### src/pkg/ipav_regs.svh
`ifndef IPAV_REGS_SVH
`define IPAV_REGS_SVH

// word indices; the byte address is four times the index
`define IPAV_PEND_IDX 10'h040
`define IPAV_MASK_IDX 10'h044
`define IPAV_AVR_IDX 10'h048
`define IPAV_ICR_IDX 10'h04c
`define IPAV_PAR_IDX 10'h060

`define IPAV_NUM_INT 10
`define IPAV_NUM_SRC 14
`define IPAV_EXT_BASE 4'ha
`define IPAV_NO_SRC 4'hf

// source control register fields
`define IPAV_ICR_AUTOVECTOR_SELECT_BIT 7
`define IPAV_ICR_LVL_HI 4
`define IPAV_ICR_LVL_LO 2
`define IPAV_ICR_PRI_HI 1
`define IPAV_ICR_PRI_LO 0

// autovector control register fields
`define IPAV_AVR_BLK_BIT 0
// pin level assignment field, bits 7..5
`define IPAV_PAR_HI 7
`define IPAV_PAR_LO 5

`define IPAV_ICR_RST 8'h00
`define IPAV_AVR_RST 8'h00
`define IPAV_PAR_RST 3'h0
`define IPAV_MASK_RST 14'h3fff

`define IPAV_SLOTS_PER_LVL 6'h05
`define IPAV_EXT_POS 3'h2
`define IPAV_AUTOVEC_BASE 8'h60

`endif

### src/pkg/ipav_pkg.sv
package ipav_pkg;

  typedef struct packed {
    logic autovector_select;
    logic [2:0] lvl;
    logic [1:0] prio;
  } ipav_icr_t;

  typedef struct packed {
    logic valid;
    logic spurious;
    logic autovec;
    logic as_block;
    logic [2:0] lvl;
    logic [3:0] src;
    logic [7:0] vector;
  } ipav_ack_t;

  typedef struct packed {
    logic [2:0] level;
    logic req;
  } ipav_iack_t;

  typedef enum logic [0:0] {
    IPAV_ST_IDLE = 1'b0,
    IPAV_ST_DATA = 1'b1
  } ipav_bus_st_t;

endpackage

### src/rtl/ipav_rank.sv
// picks the pending source with the lowest slot number
module ipav_rank (
  input wire logic [13:0] req,
  input wire logic [13:0][5:0] slot,
  output logic hit,
  output logic [3:0] src
);
  logic [5:0] best;

  always_comb begin
    best = 6'h3f;
    hit = 1'b0;
    src = 4'hf;
    for (int i = 0; i < 14; i++) begin
      if (req[i] && (slot[i] < best)) begin // [RULE_03]
        best = slot[i];
        hit = 1'b1;
        src = 4'(i);
      end
    end
  end

endmodule

### src/rtl/ipav_top.sv
// Overview of operation
// [RULE_01] software never gives two source registers the same level and priority
// [RULE_02] seven levels, five slots each; a pin sits between priority 10 and 01
// [RULE_03] priority 11 before 10 before 01 before 00; lowest slot wins
// [RULE_04] level-seven pin always takes the third slot of level 7
// [RULE_05] pin three is level 6 when middle assignment bit set, else 3
// [RULE_06] pin five is level 5 when upper assignment bit clear, else 4
// [RULE_07] pin one is level 2 when lowest assignment bit set, else 1
// [RULE_08] autovector bits 7..1 pick autovector or source vector per level
// [RULE_09] bit 0 blocks the address strobe in external autovector cycles
// [RULE_10] external autovector offset is 0x60 plus four times the level
// [RULE_11] an autovector bit counts only when its level is assigned a pin
// [RULE_12] internal sources take the autovector choice from their own register
// [RULE_13] source register: level in bits 4..2, priority in bits 1..0
// [RULE_14] source register bit 7 selects autovector for that source
// [RULE_15] present winning level to the core and answer its acknowledge
//
// Our own choices: the AHB-Lite interface to the registers and the placing of the registers.
`include "ipav_regs.svh"

module ipav_top (
  input wire logic core_clk,
  input wire logic resetn,
  input wire logic hsel,
  input wire logic [31:0] haddr,
  input wire logic [1:0] htrans,
  input wire logic hwrite,
  input wire logic [2:0] hsize,
  input wire logic hready,
  input wire logic [31:0] hwdata,
  output logic [31:0] hrdata,
  output logic hreadyout,
  output logic hresp,
  input wire logic [9:0] int_req,
  input wire logic ext_request_pin_one_n,
  input wire logic ext_request_pin_three_n,
  input wire logic ext_request_pin_five_n,
  input wire logic ext_request_pin_seven_n,
  input wire ipav_pkg::ipav_iack_t iack,
  output logic [2:0] ipl,
  output ipav_pkg::ipav_ack_t ack
);
  import ipav_pkg::*;

  function automatic logic [5:0] slot_of(input logic [2:0] l, input logic [2:0] p);
    slot_of = ({3'b000, 3'h7 - l} * `IPAV_SLOTS_PER_LVL) + {3'b000, p}; // [RULE_02]
  endfunction

  function automatic logic [2:0] prio_pos(input logic [1:0] pr);
    // the pin takes position 2 between priority 10 and 01
    unique case (pr)
      2'b11: prio_pos = 3'h0; // [RULE_03]
      2'b10: prio_pos = 3'h1;
      2'b01: prio_pos = 3'h3;
      2'b00: prio_pos = 3'h4;
    endcase
  endfunction

  function automatic logic [7:0] vec_off(input logic [2:0] l);
    vec_off = `IPAV_AUTOVEC_BASE + {3'b000, l, 2'b00}; // [RULE_10]
  endfunction

  // levels reachable by some pin under the given assignment
  function automatic logic [7:1] lvl_enabled(input logic [2:0] par);
    lvl_enabled = {1'b1, par[1], ~par[2], par[2], ~par[1], par[0], ~par[0]}; // [RULE_11]
  endfunction

  // registers
  ipav_icr_t icr_q [`IPAV_NUM_INT];
  logic [7:0] avr_q;
  logic [2:0] par_q;
  logic [13:0] mask_q;
  ipav_bus_st_t st_q;
  logic [9:0] ap_idx_q;
  logic ap_ok_q;
  logic ap_wr_q;
  logic hready_q;
  logic [31:0] hrdata_q;
  logic [2:0] ipl_q;
  ipav_ack_t ack_q;

  // request vector: internal sources then pins one, three, five, seven
  logic [13:0] raw_req;
  logic [13:0] eff_req;
  logic [13:0] src_ok;
  logic [13:0][2:0] lvl_w;
  logic [13:0][5:0] slot_w;
  logic [15:0] icr_autovector_select;

  assign raw_req = {~ext_request_pin_seven_n, ~ext_request_pin_five_n,
                    ~ext_request_pin_three_n, ~ext_request_pin_one_n, int_req};
  assign eff_req = raw_req & ~mask_q & src_ok;

  always_comb begin
    icr_autovector_select = 16'h0000;
    for (int i = 0; i < `IPAV_NUM_INT; i++) begin
      lvl_w[i] = icr_q[i].lvl; // [RULE_13]
      slot_w[i] = slot_of(icr_q[i].lvl, prio_pos(icr_q[i].prio));
      // level zero never requests
      src_ok[i] = (icr_q[i].lvl != 3'h0);
      icr_autovector_select[i] = icr_q[i].autovector_select; // [RULE_14]
    end
    lvl_w[10] = par_q[0] ? 3'h2 : 3'h1; // [RULE_07]
    lvl_w[11] = par_q[1] ? 3'h6 : 3'h3; // [RULE_05]
    lvl_w[12] = par_q[2] ? 3'h4 : 3'h5; // [RULE_06]
    lvl_w[13] = 3'h7; // [RULE_04]
    for (int i = 10; i < 14; i++) begin
      slot_w[i] = slot_of(lvl_w[i], `IPAV_EXT_POS); // [RULE_02]
      src_ok[i] = 1'b1;
    end
  end

  // overall winner drives the level shown to the core
  logic win_hit;
  logic [3:0] win_src;
  logic [2:0] win_lvl;

  ipav_rank u_rank_all (
    .req(eff_req),
    .slot(slot_w),
    .hit(win_hit),
    .src(win_src)
  );

  assign win_lvl = win_hit ? lvl_w[win_src] : 3'h0;

  // winner within the level being acknowledged
  logic [13:0] lvl_req;
  logic lvl_hit;
  logic [3:0] lvl_src;

  always_comb begin
    for (int i = 0; i < 14; i++) begin
      lvl_req[i] = eff_req[i] && (lvl_w[i] == iack.level);
    end
  end

  ipav_rank u_rank_lvl (
    .req(lvl_req),
    .slot(slot_w),
    .hit(lvl_hit),
    .src(lvl_src)
  );

  // acknowledge answer
  logic [7:0] autovector_select_eff;
  logic lvl_is_ext;
  logic ext_av;
  logic int_av;
  logic use_av;
  ipav_ack_t ack_d;

  assign autovector_select_eff = {avr_q[7:1] & lvl_enabled(par_q), 1'b0}; // [RULE_11]
  assign lvl_is_ext = (lvl_src >= `IPAV_EXT_BASE);
  assign ext_av = autovector_select_eff[iack.level]; // [RULE_08]
  assign int_av = icr_autovector_select[lvl_src]; // [RULE_12]
  assign use_av = lvl_hit && (lvl_is_ext ? ext_av : int_av);

  always_comb begin
    ack_d.valid = 1'b1;
    ack_d.spurious = ~lvl_hit;
    ack_d.autovec = use_av;
    // strobe stays off only for external autovector cycles
    ack_d.as_block = use_av && lvl_is_ext && avr_q[`IPAV_AVR_BLK_BIT]; // [RULE_09]
    ack_d.lvl = iack.level;
    ack_d.src = lvl_hit ? lvl_src : `IPAV_NO_SRC;
    ack_d.vector = use_av ? vec_off(iack.level) : 8'h00; // [RULE_10]
  end

  always_ff @(posedge core_clk) begin
    if (!resetn) begin
      ipl_q <= 3'h0;
    end else begin
      ipl_q <= win_lvl; // [RULE_15]
    end
  end

  always_ff @(posedge core_clk) begin
    if (!resetn) begin
      ack_q <= '0;
    end else if (iack.req) begin
      ack_q <= ack_d; // [RULE_15]
    end else begin
      ack_q <= '0;
    end
  end

  // bus slave: one wait state on every transfer
  logic sel_ok;
  logic wr_now;
  logic [9:0] icr_off;
  logic icr_hit;
  logic wr_icr;
  logic wr_avr;
  logic wr_par;
  logic wr_mask;
  logic [31:0] rd_data;

  assign sel_ok = hsel && hready && htrans[1];
  assign wr_now = (st_q == IPAV_ST_DATA) && ap_wr_q && ap_ok_q;
  assign icr_off = ap_idx_q - `IPAV_ICR_IDX;
  assign icr_hit = (ap_idx_q >= `IPAV_ICR_IDX) && (icr_off < 10'(`IPAV_NUM_INT));
  assign wr_icr = wr_now && icr_hit;
  assign wr_avr = wr_now && (ap_idx_q == `IPAV_AVR_IDX);
  assign wr_par = wr_now && (ap_idx_q == `IPAV_PAR_IDX);
  assign wr_mask = wr_now && (ap_idx_q == `IPAV_MASK_IDX);

  always_comb begin
    rd_data = 32'h0000_0000;
    if (ap_ok_q) begin
      if (icr_hit) begin
        rd_data[`IPAV_ICR_AUTOVECTOR_SELECT_BIT] = icr_q[icr_off[3:0]].autovector_select;
        rd_data[`IPAV_ICR_LVL_HI:`IPAV_ICR_LVL_LO] = icr_q[icr_off[3:0]].lvl;
        rd_data[`IPAV_ICR_PRI_HI:`IPAV_ICR_PRI_LO] = icr_q[icr_off[3:0]].prio;
      end else if (ap_idx_q == `IPAV_AVR_IDX) begin
        rd_data[7:0] = avr_q;
      end else if (ap_idx_q == `IPAV_PAR_IDX) begin
        rd_data[`IPAV_PAR_HI:`IPAV_PAR_LO] = par_q;
      end else if (ap_idx_q == `IPAV_MASK_IDX) begin
        rd_data[13:0] = mask_q;
      end else if (ap_idx_q == `IPAV_PEND_IDX) begin
        rd_data[13:0] = raw_req;
      end
    end
  end

  always_ff @(posedge core_clk) begin
    if (!resetn) begin
      st_q <= IPAV_ST_IDLE;
      hready_q <= 1'b1;
      ap_idx_q <= 10'h000;
      ap_ok_q <= 1'b0;
      ap_wr_q <= 1'b0;
      hrdata_q <= 32'h0000_0000;
    end else begin
      unique case (st_q)
        IPAV_ST_IDLE: begin
          if (sel_ok) begin
            st_q <= IPAV_ST_DATA;
            hready_q <= 1'b0;
            ap_idx_q <= haddr[11:2];
            ap_ok_q <= (haddr[31:12] == 20'h00000) && (haddr[1:0] == 2'b00);
            ap_wr_q <= hwrite;
          end
        end
        IPAV_ST_DATA: begin
          st_q <= IPAV_ST_IDLE;
          hready_q <= 1'b1;
          hrdata_q <= ap_wr_q ? 32'h0000_0000 : rd_data;
        end
      endcase
    end
  end

  always_ff @(posedge core_clk) begin
    if (!resetn) begin
      for (int i = 0; i < `IPAV_NUM_INT; i++) begin
        icr_q[i] <= 6'(`IPAV_ICR_RST);
      end
    end else if (wr_icr) begin
      icr_q[icr_off[3:0]] <= {hwdata[`IPAV_ICR_AUTOVECTOR_SELECT_BIT],
                              hwdata[`IPAV_ICR_LVL_HI:`IPAV_ICR_LVL_LO],
                              hwdata[`IPAV_ICR_PRI_HI:`IPAV_ICR_PRI_LO]}; // [RULE_13]
    end
  end

  always_ff @(posedge core_clk) begin
    if (!resetn) begin
      avr_q <= `IPAV_AVR_RST;
      par_q <= `IPAV_PAR_RST;
      mask_q <= `IPAV_MASK_RST;
    end else begin
      if (wr_avr) begin
        avr_q <= hwdata[7:0]; // [RULE_08]
      end
      if (wr_par) begin
        par_q <= hwdata[`IPAV_PAR_HI:`IPAV_PAR_LO];
      end
      if (wr_mask) begin
        mask_q <= hwdata[13:0];
      end
    end
  end

  assign hrdata = hrdata_q;
  assign hreadyout = hready_q;
  assign hresp = 1'b0;
  assign ipl = ipl_q;
  assign ack = ack_q;

  // checks
  logic [2:0] max_lvl;
  logic hi7_any;

  always_comb begin
    max_lvl = 3'h0;
    hi7_any = 1'b0;
    for (int i = 0; i < 14; i++) begin
      if (eff_req[i] && (lvl_w[i] > max_lvl)) begin
        max_lvl = lvl_w[i];
      end
    end
    for (int i = 0; i < `IPAV_NUM_INT; i++) begin
      if (eff_req[i] && (lvl_w[i] == 3'h7) && icr_q[i].prio[1]) begin
        hi7_any = 1'b1;
      end
    end
  end
endmodule

### config.mk
export PLATFORM = sky130hd
export DESIGN_NAME = ipav_top
export DESIGN_NICKNAME = d
export VERILOG_FILES = /design/src/pkg/ipav_pkg.sv /design/src/rtl/ipav_rank.sv /design/src/rtl/ipav_top.sv
export VERILOG_INCLUDE_DIRS = /design/src /design/src/pkg
export SDC_FILE = /design/constraint.sdc
export NUM_CORES = 1
export LEC_CHECK = 0
export ABC_CLOCK_PERIOD_IN_PS = 39300
export CAP_MARGIN = 10
export CORE_MARGIN = 2
export CORE_UTILIZATION = 40
export CTS_BUF_LIST = sky130_fd_sc_hd__clkbuf_8
export DETAILED_ROUTE_END_ITERATION = 12
export DONT_BUFFER_PORTS = 1
export HOLD_SLACK_MARGIN = 0.06
export PLACE_DENSITY = 0.61
export SLEW_MARGIN = 0
export SYNTH_ARGS = -nofsm -noshare
export SYNTH_HDL_FRONTEND = slang
export SYNTH_SLANG_ARGS = --single-unit
### constraint.sdc
create_clock -name core_clk -period 39.3 [get_ports core_clk]
set_input_delay 3.93 -clock core_clk [delete_from_list [all_inputs] [get_ports core_clk]]
set_output_delay 3.93 -clock core_clk [all_outputs]
set_load 0.01 [all_outputs]
==> Word level (Yosys, flattened, before mapping) <==
Memories as Yosys holds them, arrays and structs flattened.
Index checks and enable logic that the tools add are counted.
{ "word_totals": {"mem_bits_rw": 60, "reg_bits": 93, "output_inout_bits": 56, "in_bits": 92, "n_memories": 1, "word_cells": 365} }
{ "op_classes": {"n_addsub": 28, "bitwise": 13, "n_reduce_logical": 82, "mul": 13, "order_cmp": 33, "mux": 129, "eq_ne": 49} }
{ "mem_list": {"columns": ["name", "depth", "word_bits", "rd", "rd_clocked_by_memory_dff", "write_ports", "line", "source"], "rows": [
  ["icr_q", 10, 6, 11, 0, 10, "ipav_top.sv:69", "ipav_icr_t icr_q [`IPAV_NUM_INT];"]
]} }
{ "ops": {"columns": ["cell", "count"], "rows": [
  ["$mux 6", 30],
  ["$lt 6x6->1", 24],
  ["$mux 4", 30],
  ["$pmux 3 s4", 10],
  ["$mul 3x3->6 const B", 13],
  ["$add 6x3->6", 10],
  ["$mux 14", 4],
  ["$logic_and 1x1->1", 55],
  ["$eq 10x7->1 const B", 4],
  ["$eq 2x2->1 const B", 20],
  ["$mux 1", 40],
  ["$eq 3x3->1", 12],
  ["$sub 3x3->3 const A", 12],
  ["$reduce_bool 3->1", 10],
  ["$and 14x14->14", 2],
  ["$logic_not 2->1", 11],
  ["$eq 2x1->1 const B", 10],
  ["$logic_not 20->1", 1],
  ["$mux 19", 1],
  ["$add 6x2->6 const B", 3],
  ["$mux 8", 2],
  ["$not 14->14", 1],
  ["$bmux 3 s4", 1],
  ["$lt 2x6->1 const A", 2],
  ["other kinds (23)", 39]
]} }

==> Longest topological paths before layout <==
An unclocked memory read counts as a cell.
{ "logic_depth": {"ltp_word": 53, "ltp_mapped": 120, "mapped_depth_nobuf": 115} }

==> Modules after synthesis <==
From an unflattened synthesis, not the netlist that was laid out.
{ "unflattened": {"hier_cells": 2076, "area_unflattened_um2": 18116.1} }
{ "by_module_without_submodules": {"columns": ["module", "instances", "cells_each", "seq_area_each_um2", "area_per_inst_um2"], "rows": [
  ["ipav_top", 1, 967, 4304.1, 10442.5],
  ["ipav_rank at u_rank_all", 1, 562, 0.0, 3925.0],
  ["ipav_rank at u_rank_lvl", 1, 547, 0.0, 3748.6]
]} }

==> Worst setup path after synthesis <==
Ideal clock, no wire load.
{ "synth_timing": {"path_kind": "input-to-reg", "from": "in iack[1] (netlist name)", "to": "reg ack_q, in the netlist ack[2]", "path_stages": 97, "setup_ns": 0.133, "path_slack_ns": 13.008, "required_time_ns": 39.167, "t_arrival_ns": 26.159, "path_buffers": 6, "cell_sequence": "clkbuf_1 -> xor2_1 -> nor3_1 -> nand2_1 -> nor2_1 -> ha_1 -> a21o_1 -> a211o_1 -> or3_1 -> or2_2 -> clkbuf_1 -> o21ai_0 -> ha_1 -> a21oi_1 -> nand2_1 -> a2111oi_0 -> a22oi_1 -> nand2_1 -> (+61 left out) -> or3_1 -> o221ai_4 -> and2_1 -> buf_2 -> o21ai_0 -> ha_1 -> o211ai_2 -> a21oi_2 -> o21ai_0 -> ha_1 -> and3_1 -> o2111ai_1 -> a21oi_2 -> a221oi_2 -> or3_1 -> a31oi_1 -> a221oi_2 -> nor3b_1"} }
{ "synth_via": {"elab_chain_len": 48, "elab_cells_between_ends": 105, "classes_between": "1 x add/sub; 14 x order compare; 14 x eq/ne; 46 x mux; 30 x reduce/logical"} }
{ "synth_rtl": {"columns": ["item", "line", "source"], "rows": [
  ["from (decl)", "ipav_top.sv:39", "input wire ipav_pkg::ipav_iack_t iack,"],
  ["$eq 3x3->1", "ipav_top.sv:134", "lvl_req[i] = eff_req[i] && (lvl_w[i] == iack.level);"],
  ["$logic_and 1x1->1", "ipav_top.sv:134", null],
  ["$logic_and 1x1->1", "ipav_rank.sv:15", "if (req[i] && (slot[i] < best)) begin"],
  ["$mux 6", "ipav_rank.sv:15", null],
  ["$lt 6x6->1", "ipav_rank.sv:15", null],
  ["$logic_and 1x1->1", "ipav_rank.sv:15", null],
  ["$mux 6", "ipav_rank.sv:15", null],
  ["$lt 6x6->1", "ipav_rank.sv:15", null],
  ["(+32 left out)", null, null],
  ["$lt 2x6->1", "ipav_rank.sv:15", null],
  ["$logic_and 1x1->1", "ipav_rank.sv:15", null],
  ["$mux 4", "ipav_rank.sv:15", null],
  ["$bmux 1 s4", "ipav_top.sv:156", "assign int_av = icr_autovector_select[lvl_src];"],
  ["$mux 1 (implied by the code)", "ipav_top.sv:156", null],
  ["$mux 1", "ipav_top.sv:157", "assign use_av = lvl_hit && (lvl_is_ext ? ext_av : int_av);"],
  ["$logic_and 1x1->1", "ipav_top.sv:157", null],
  ["$reduce_and 3->1 (no line)", null, null],
  ["to (signal assigned)", "ipav_top.sv:182", "ack_q <= ack_d;"],
  ["to (decl)", "ipav_top.sv:80", "ipav_ack_t ack_q;"]
]} }
Parallel ways exist; a longest one is shown, timed or not. The select of a mux whose other input is x is not followed.
A chain may end at the register's enable or synchronous reset.

==> Worst setup path after layout <==
{ "layout_timing": {"from": "in iack[2] (netlist name)", "to": "reg ack_q, in the netlist ack[4]"} }
Same word-level chain as after synthesis.

==> impl_metrics.json <==
{
  "worst_path_most_repeated_cell": "ha_1",
  "dpl.hpwl_um": 40000,
  "cts_buffer_depth": 2,
  "status": "completed",
  "core-area_um2": 40700,
  "skew_ns": 0.0137,
  "timing.fmax_mhz": 33.3,
  "clk_pin_slew_worst_paths_ns": 0.10,
  "synthSimpleGateAreaFrac_pct": 18.3,
  "cts_root_buf": "clkbuf_8",
  "start_util_pct": 40.5,
  "synth_top_family_by_area": "compound AO/OA/AOI/OAI gates",
  "die-width_um": 207,
  "async_flop_share_pct": 0,
  "syn_avg_cell_area_um2": 8.72,
  "yosys.area_share.adder_pct": 16.7,
  "groute.usage.overall_pct": 22.5,
  "yosysMostFrequentCell": "nand2_1",
  "synth_xor_xnor_area_share_pct": 2.92,
  "die-area_um2": 42900,
  "ys_ff_latch": 167,
  "utilization_pct": 42.5,
  "crit_path_top_delay_cell": "nor3_1",
  "finalSetupTns_ns": 0,
  "grt_overflow": 0,
  "worst_slack_ns": 9.29,
  "worst_pin_slew_ns": 1.15,
  "cts_buffers": 17,
  "cts.sink_count": 167,
  "crit_required_ns": 39.64,
  "setup_violations": 0,
  "postCtsHoldBufs": 0,
  "hold_start": "ap_idx_q[7]$_SDFFE_PN0P_",
  "finalCritPeriodShare_pct": 76.3,
  "end_kind": "flip-flop",
  "antenna_left": 0,
  "fin_nets": 2172,
  "insertion_delay_ns": 0.46,
  "finalCriticalPeriod_ns": 30.01,
  "rsz0062_at_grt": "no",
  "seq_area_frac_synth_pct": 26.1,
  "syn_inst": 1894,
  "start_kind": "input port",
  "vias": 14373,
  "crit_type": "in -> reg",
  "maxSlewViolCount": 0,
  "dr.pass1.iters": 6,
  "wl_um": 49700,
  "pin_count": 148,
  "arrival_ns": 30.34,
  "total_power_mw": 0.396,
  "synth_area_leaders": "edfxtp_1 17%, ha_1 15%, dfxtp_1 8.6%",
  "n_antenna_cell": 0,
  "grt_pass1_vias": 13515,
  "nFillCells": 4067,
  "maxCapViolCount": 0,
  "reg2reg_from": "icr_q[0][2]$_SDFFCE_PN0P_",
  "yosys-mux-area-fraction_pct": 9.63,
  "synth_area_um2": 16500,
  "cts_setup_buffers": 0,
  "crit_fanout": 21,
  "synth_compound_area_share_pct": 20.2,
  "synth_top_area_cell": "edfxtp_1",
  "vdd_drop_max_v": 0.0000231,
  "gp_congestion": 0.910,
  "powerDensity_nw_per_um2": 22.9,
  "drtIter0Drc": 1045,
  "grt_pass1_wl_um": 77600,
  "min_path_type": "reg -> reg",
  "io_buffer_count": 0,
  "grt_max_degree": 56,
  "die_h_um": 207,
  "yosys_warnings": 0,
  "relSlewSlack_pct": 22.9,
  "synth_top_area_share_pct": 17.5,
  "drc_errors": 0,
  "synth_ff_type": "edfxtp_1",
  "synth_cell_types": 102,
  "ys_top_cells_by_count": "205 x nand2_1, 203 x ha_1, 172 x nor2_1",
  "ctsResizeCount": 0,
  "power.leakage_nw": 7.49,
  "vias_per_cell": 5.96,
  "fin_area_um2": 17300,
  "antenna_found_initial": 0,
  "post_drt_wl_per_cell_um": 20.6,
  "layout.cells.non_filler": 2412,
  "place_area_um2": 17000,
  "hold_viol": 0,
  "rows": 74,
  "whs_ns": 0.462,
  "tritoncts": "done",
  "syn_to_final_growth_pct": 4.97,
  "drive_above_1_share_pct": 8.94,
  "place_ws_ns": 9.23,
  "synth-edff-count": 96,
  "cts_htree_levels": 4,
  "cp-startpoint": "iack[2]",
  "placed_cells": 2380,
  "max_stage_delay_ns": 0.69
}
==> path summary, 6_finish.rpt <==
kind	to	slack (ns)	depth (start not counted)
worst min-delay path	ap_idx_q[7]$_SDFFE_PN0P_	0.46	2
worst max register to register	ack[4]$_SDFF_PN0_	11.81	96
worst max-delay path	ack[4]$_SDFF_PN0_	9.29	92
worst min register to register	ap_idx_q[7]$_SDFFE_PN0P_	0.46	2
==> report_power, final <==
group          switching (mW)  leakage, nW  internal, mW
registers             0.00488         1.44         0.187
clock network          0.0659        0.184        0.0504
logic                  0.0558         5.86        0.0327
==> routing by layer <==
metal  wire, um  share of wire (%)  GRT usage [%]
met5          0                  0              0
met1      22500                 45           31.3
met4        850                1.7           4.58
met3       2800                5.6           2.84
met2      23500                 47           37.6
==> area by class of cell <==
type	count	area, um2	share of cell area [%]
clock buffers	17	234	1.35
clock inverters	15	129	0.744
inverters	167	627	3.62
multi-input cells	1504	11300	65.2
flip-flops and latches	167	4310	24.8
well taps	532	666	3.84
repair buffers	10	75.1	0.433
==> flip-flops by register name (all words and copies together) (netlist names) <==
name,count
ack,15
ap_idx_q,10
ap_ok_q,1
ap_wr_q,1
avr_q,8
hrdata,14
hreadyout,1
icr_q,96
ipl,3
mask_q,14
par_q,3
st_q,1
==> cells in the final DEF, fill, tap and decap left out, types with 17 or more instances in the layout <==
master	n
dfxtp_1	70
nand3_1	49
xor2_1	30
mux4_2	30
nor3_1	36
o21ai_0	85
xnor2_1	25
nor2_1	172
conb_1	22
mux2_2	37
nor2b_1	26
edfxtp_1	96
a21o_1	42
a21oi_1	100
nand2b_1	20
ha_1	203
o211ai_1	22
clkbuf_8	17
nand2_1	205
mux2i_1	38
inv_1	169
==> worst max-delay path: cells and delay by family <==
family / cells / cell delay [ns]
buffers and inverters: 3 / 0.38
adder cells (fa/ha/maj): 12 / 3.44
XOR/XNOR: 1 / 0.15
multiplexers: 5 / 1.81
AND/OR/NAND/NOR: 28 / 9.05
AO/OA/AOI/OAI: 43 / 11.55
==> cell families (layout without fill, tap and decap cells) <==
family	after synthesis	after routing
adders and majority gates	215	215
xor gates and xnor gates	55	55
AOI/OAI and AO/OA	465	465
and+or+nand+nor	634	634
muxes	113	113
other	1	22
DFF	167	167
buffers and inverters	244	209
No activity file was read; power rests on OpenSTA's default activity.
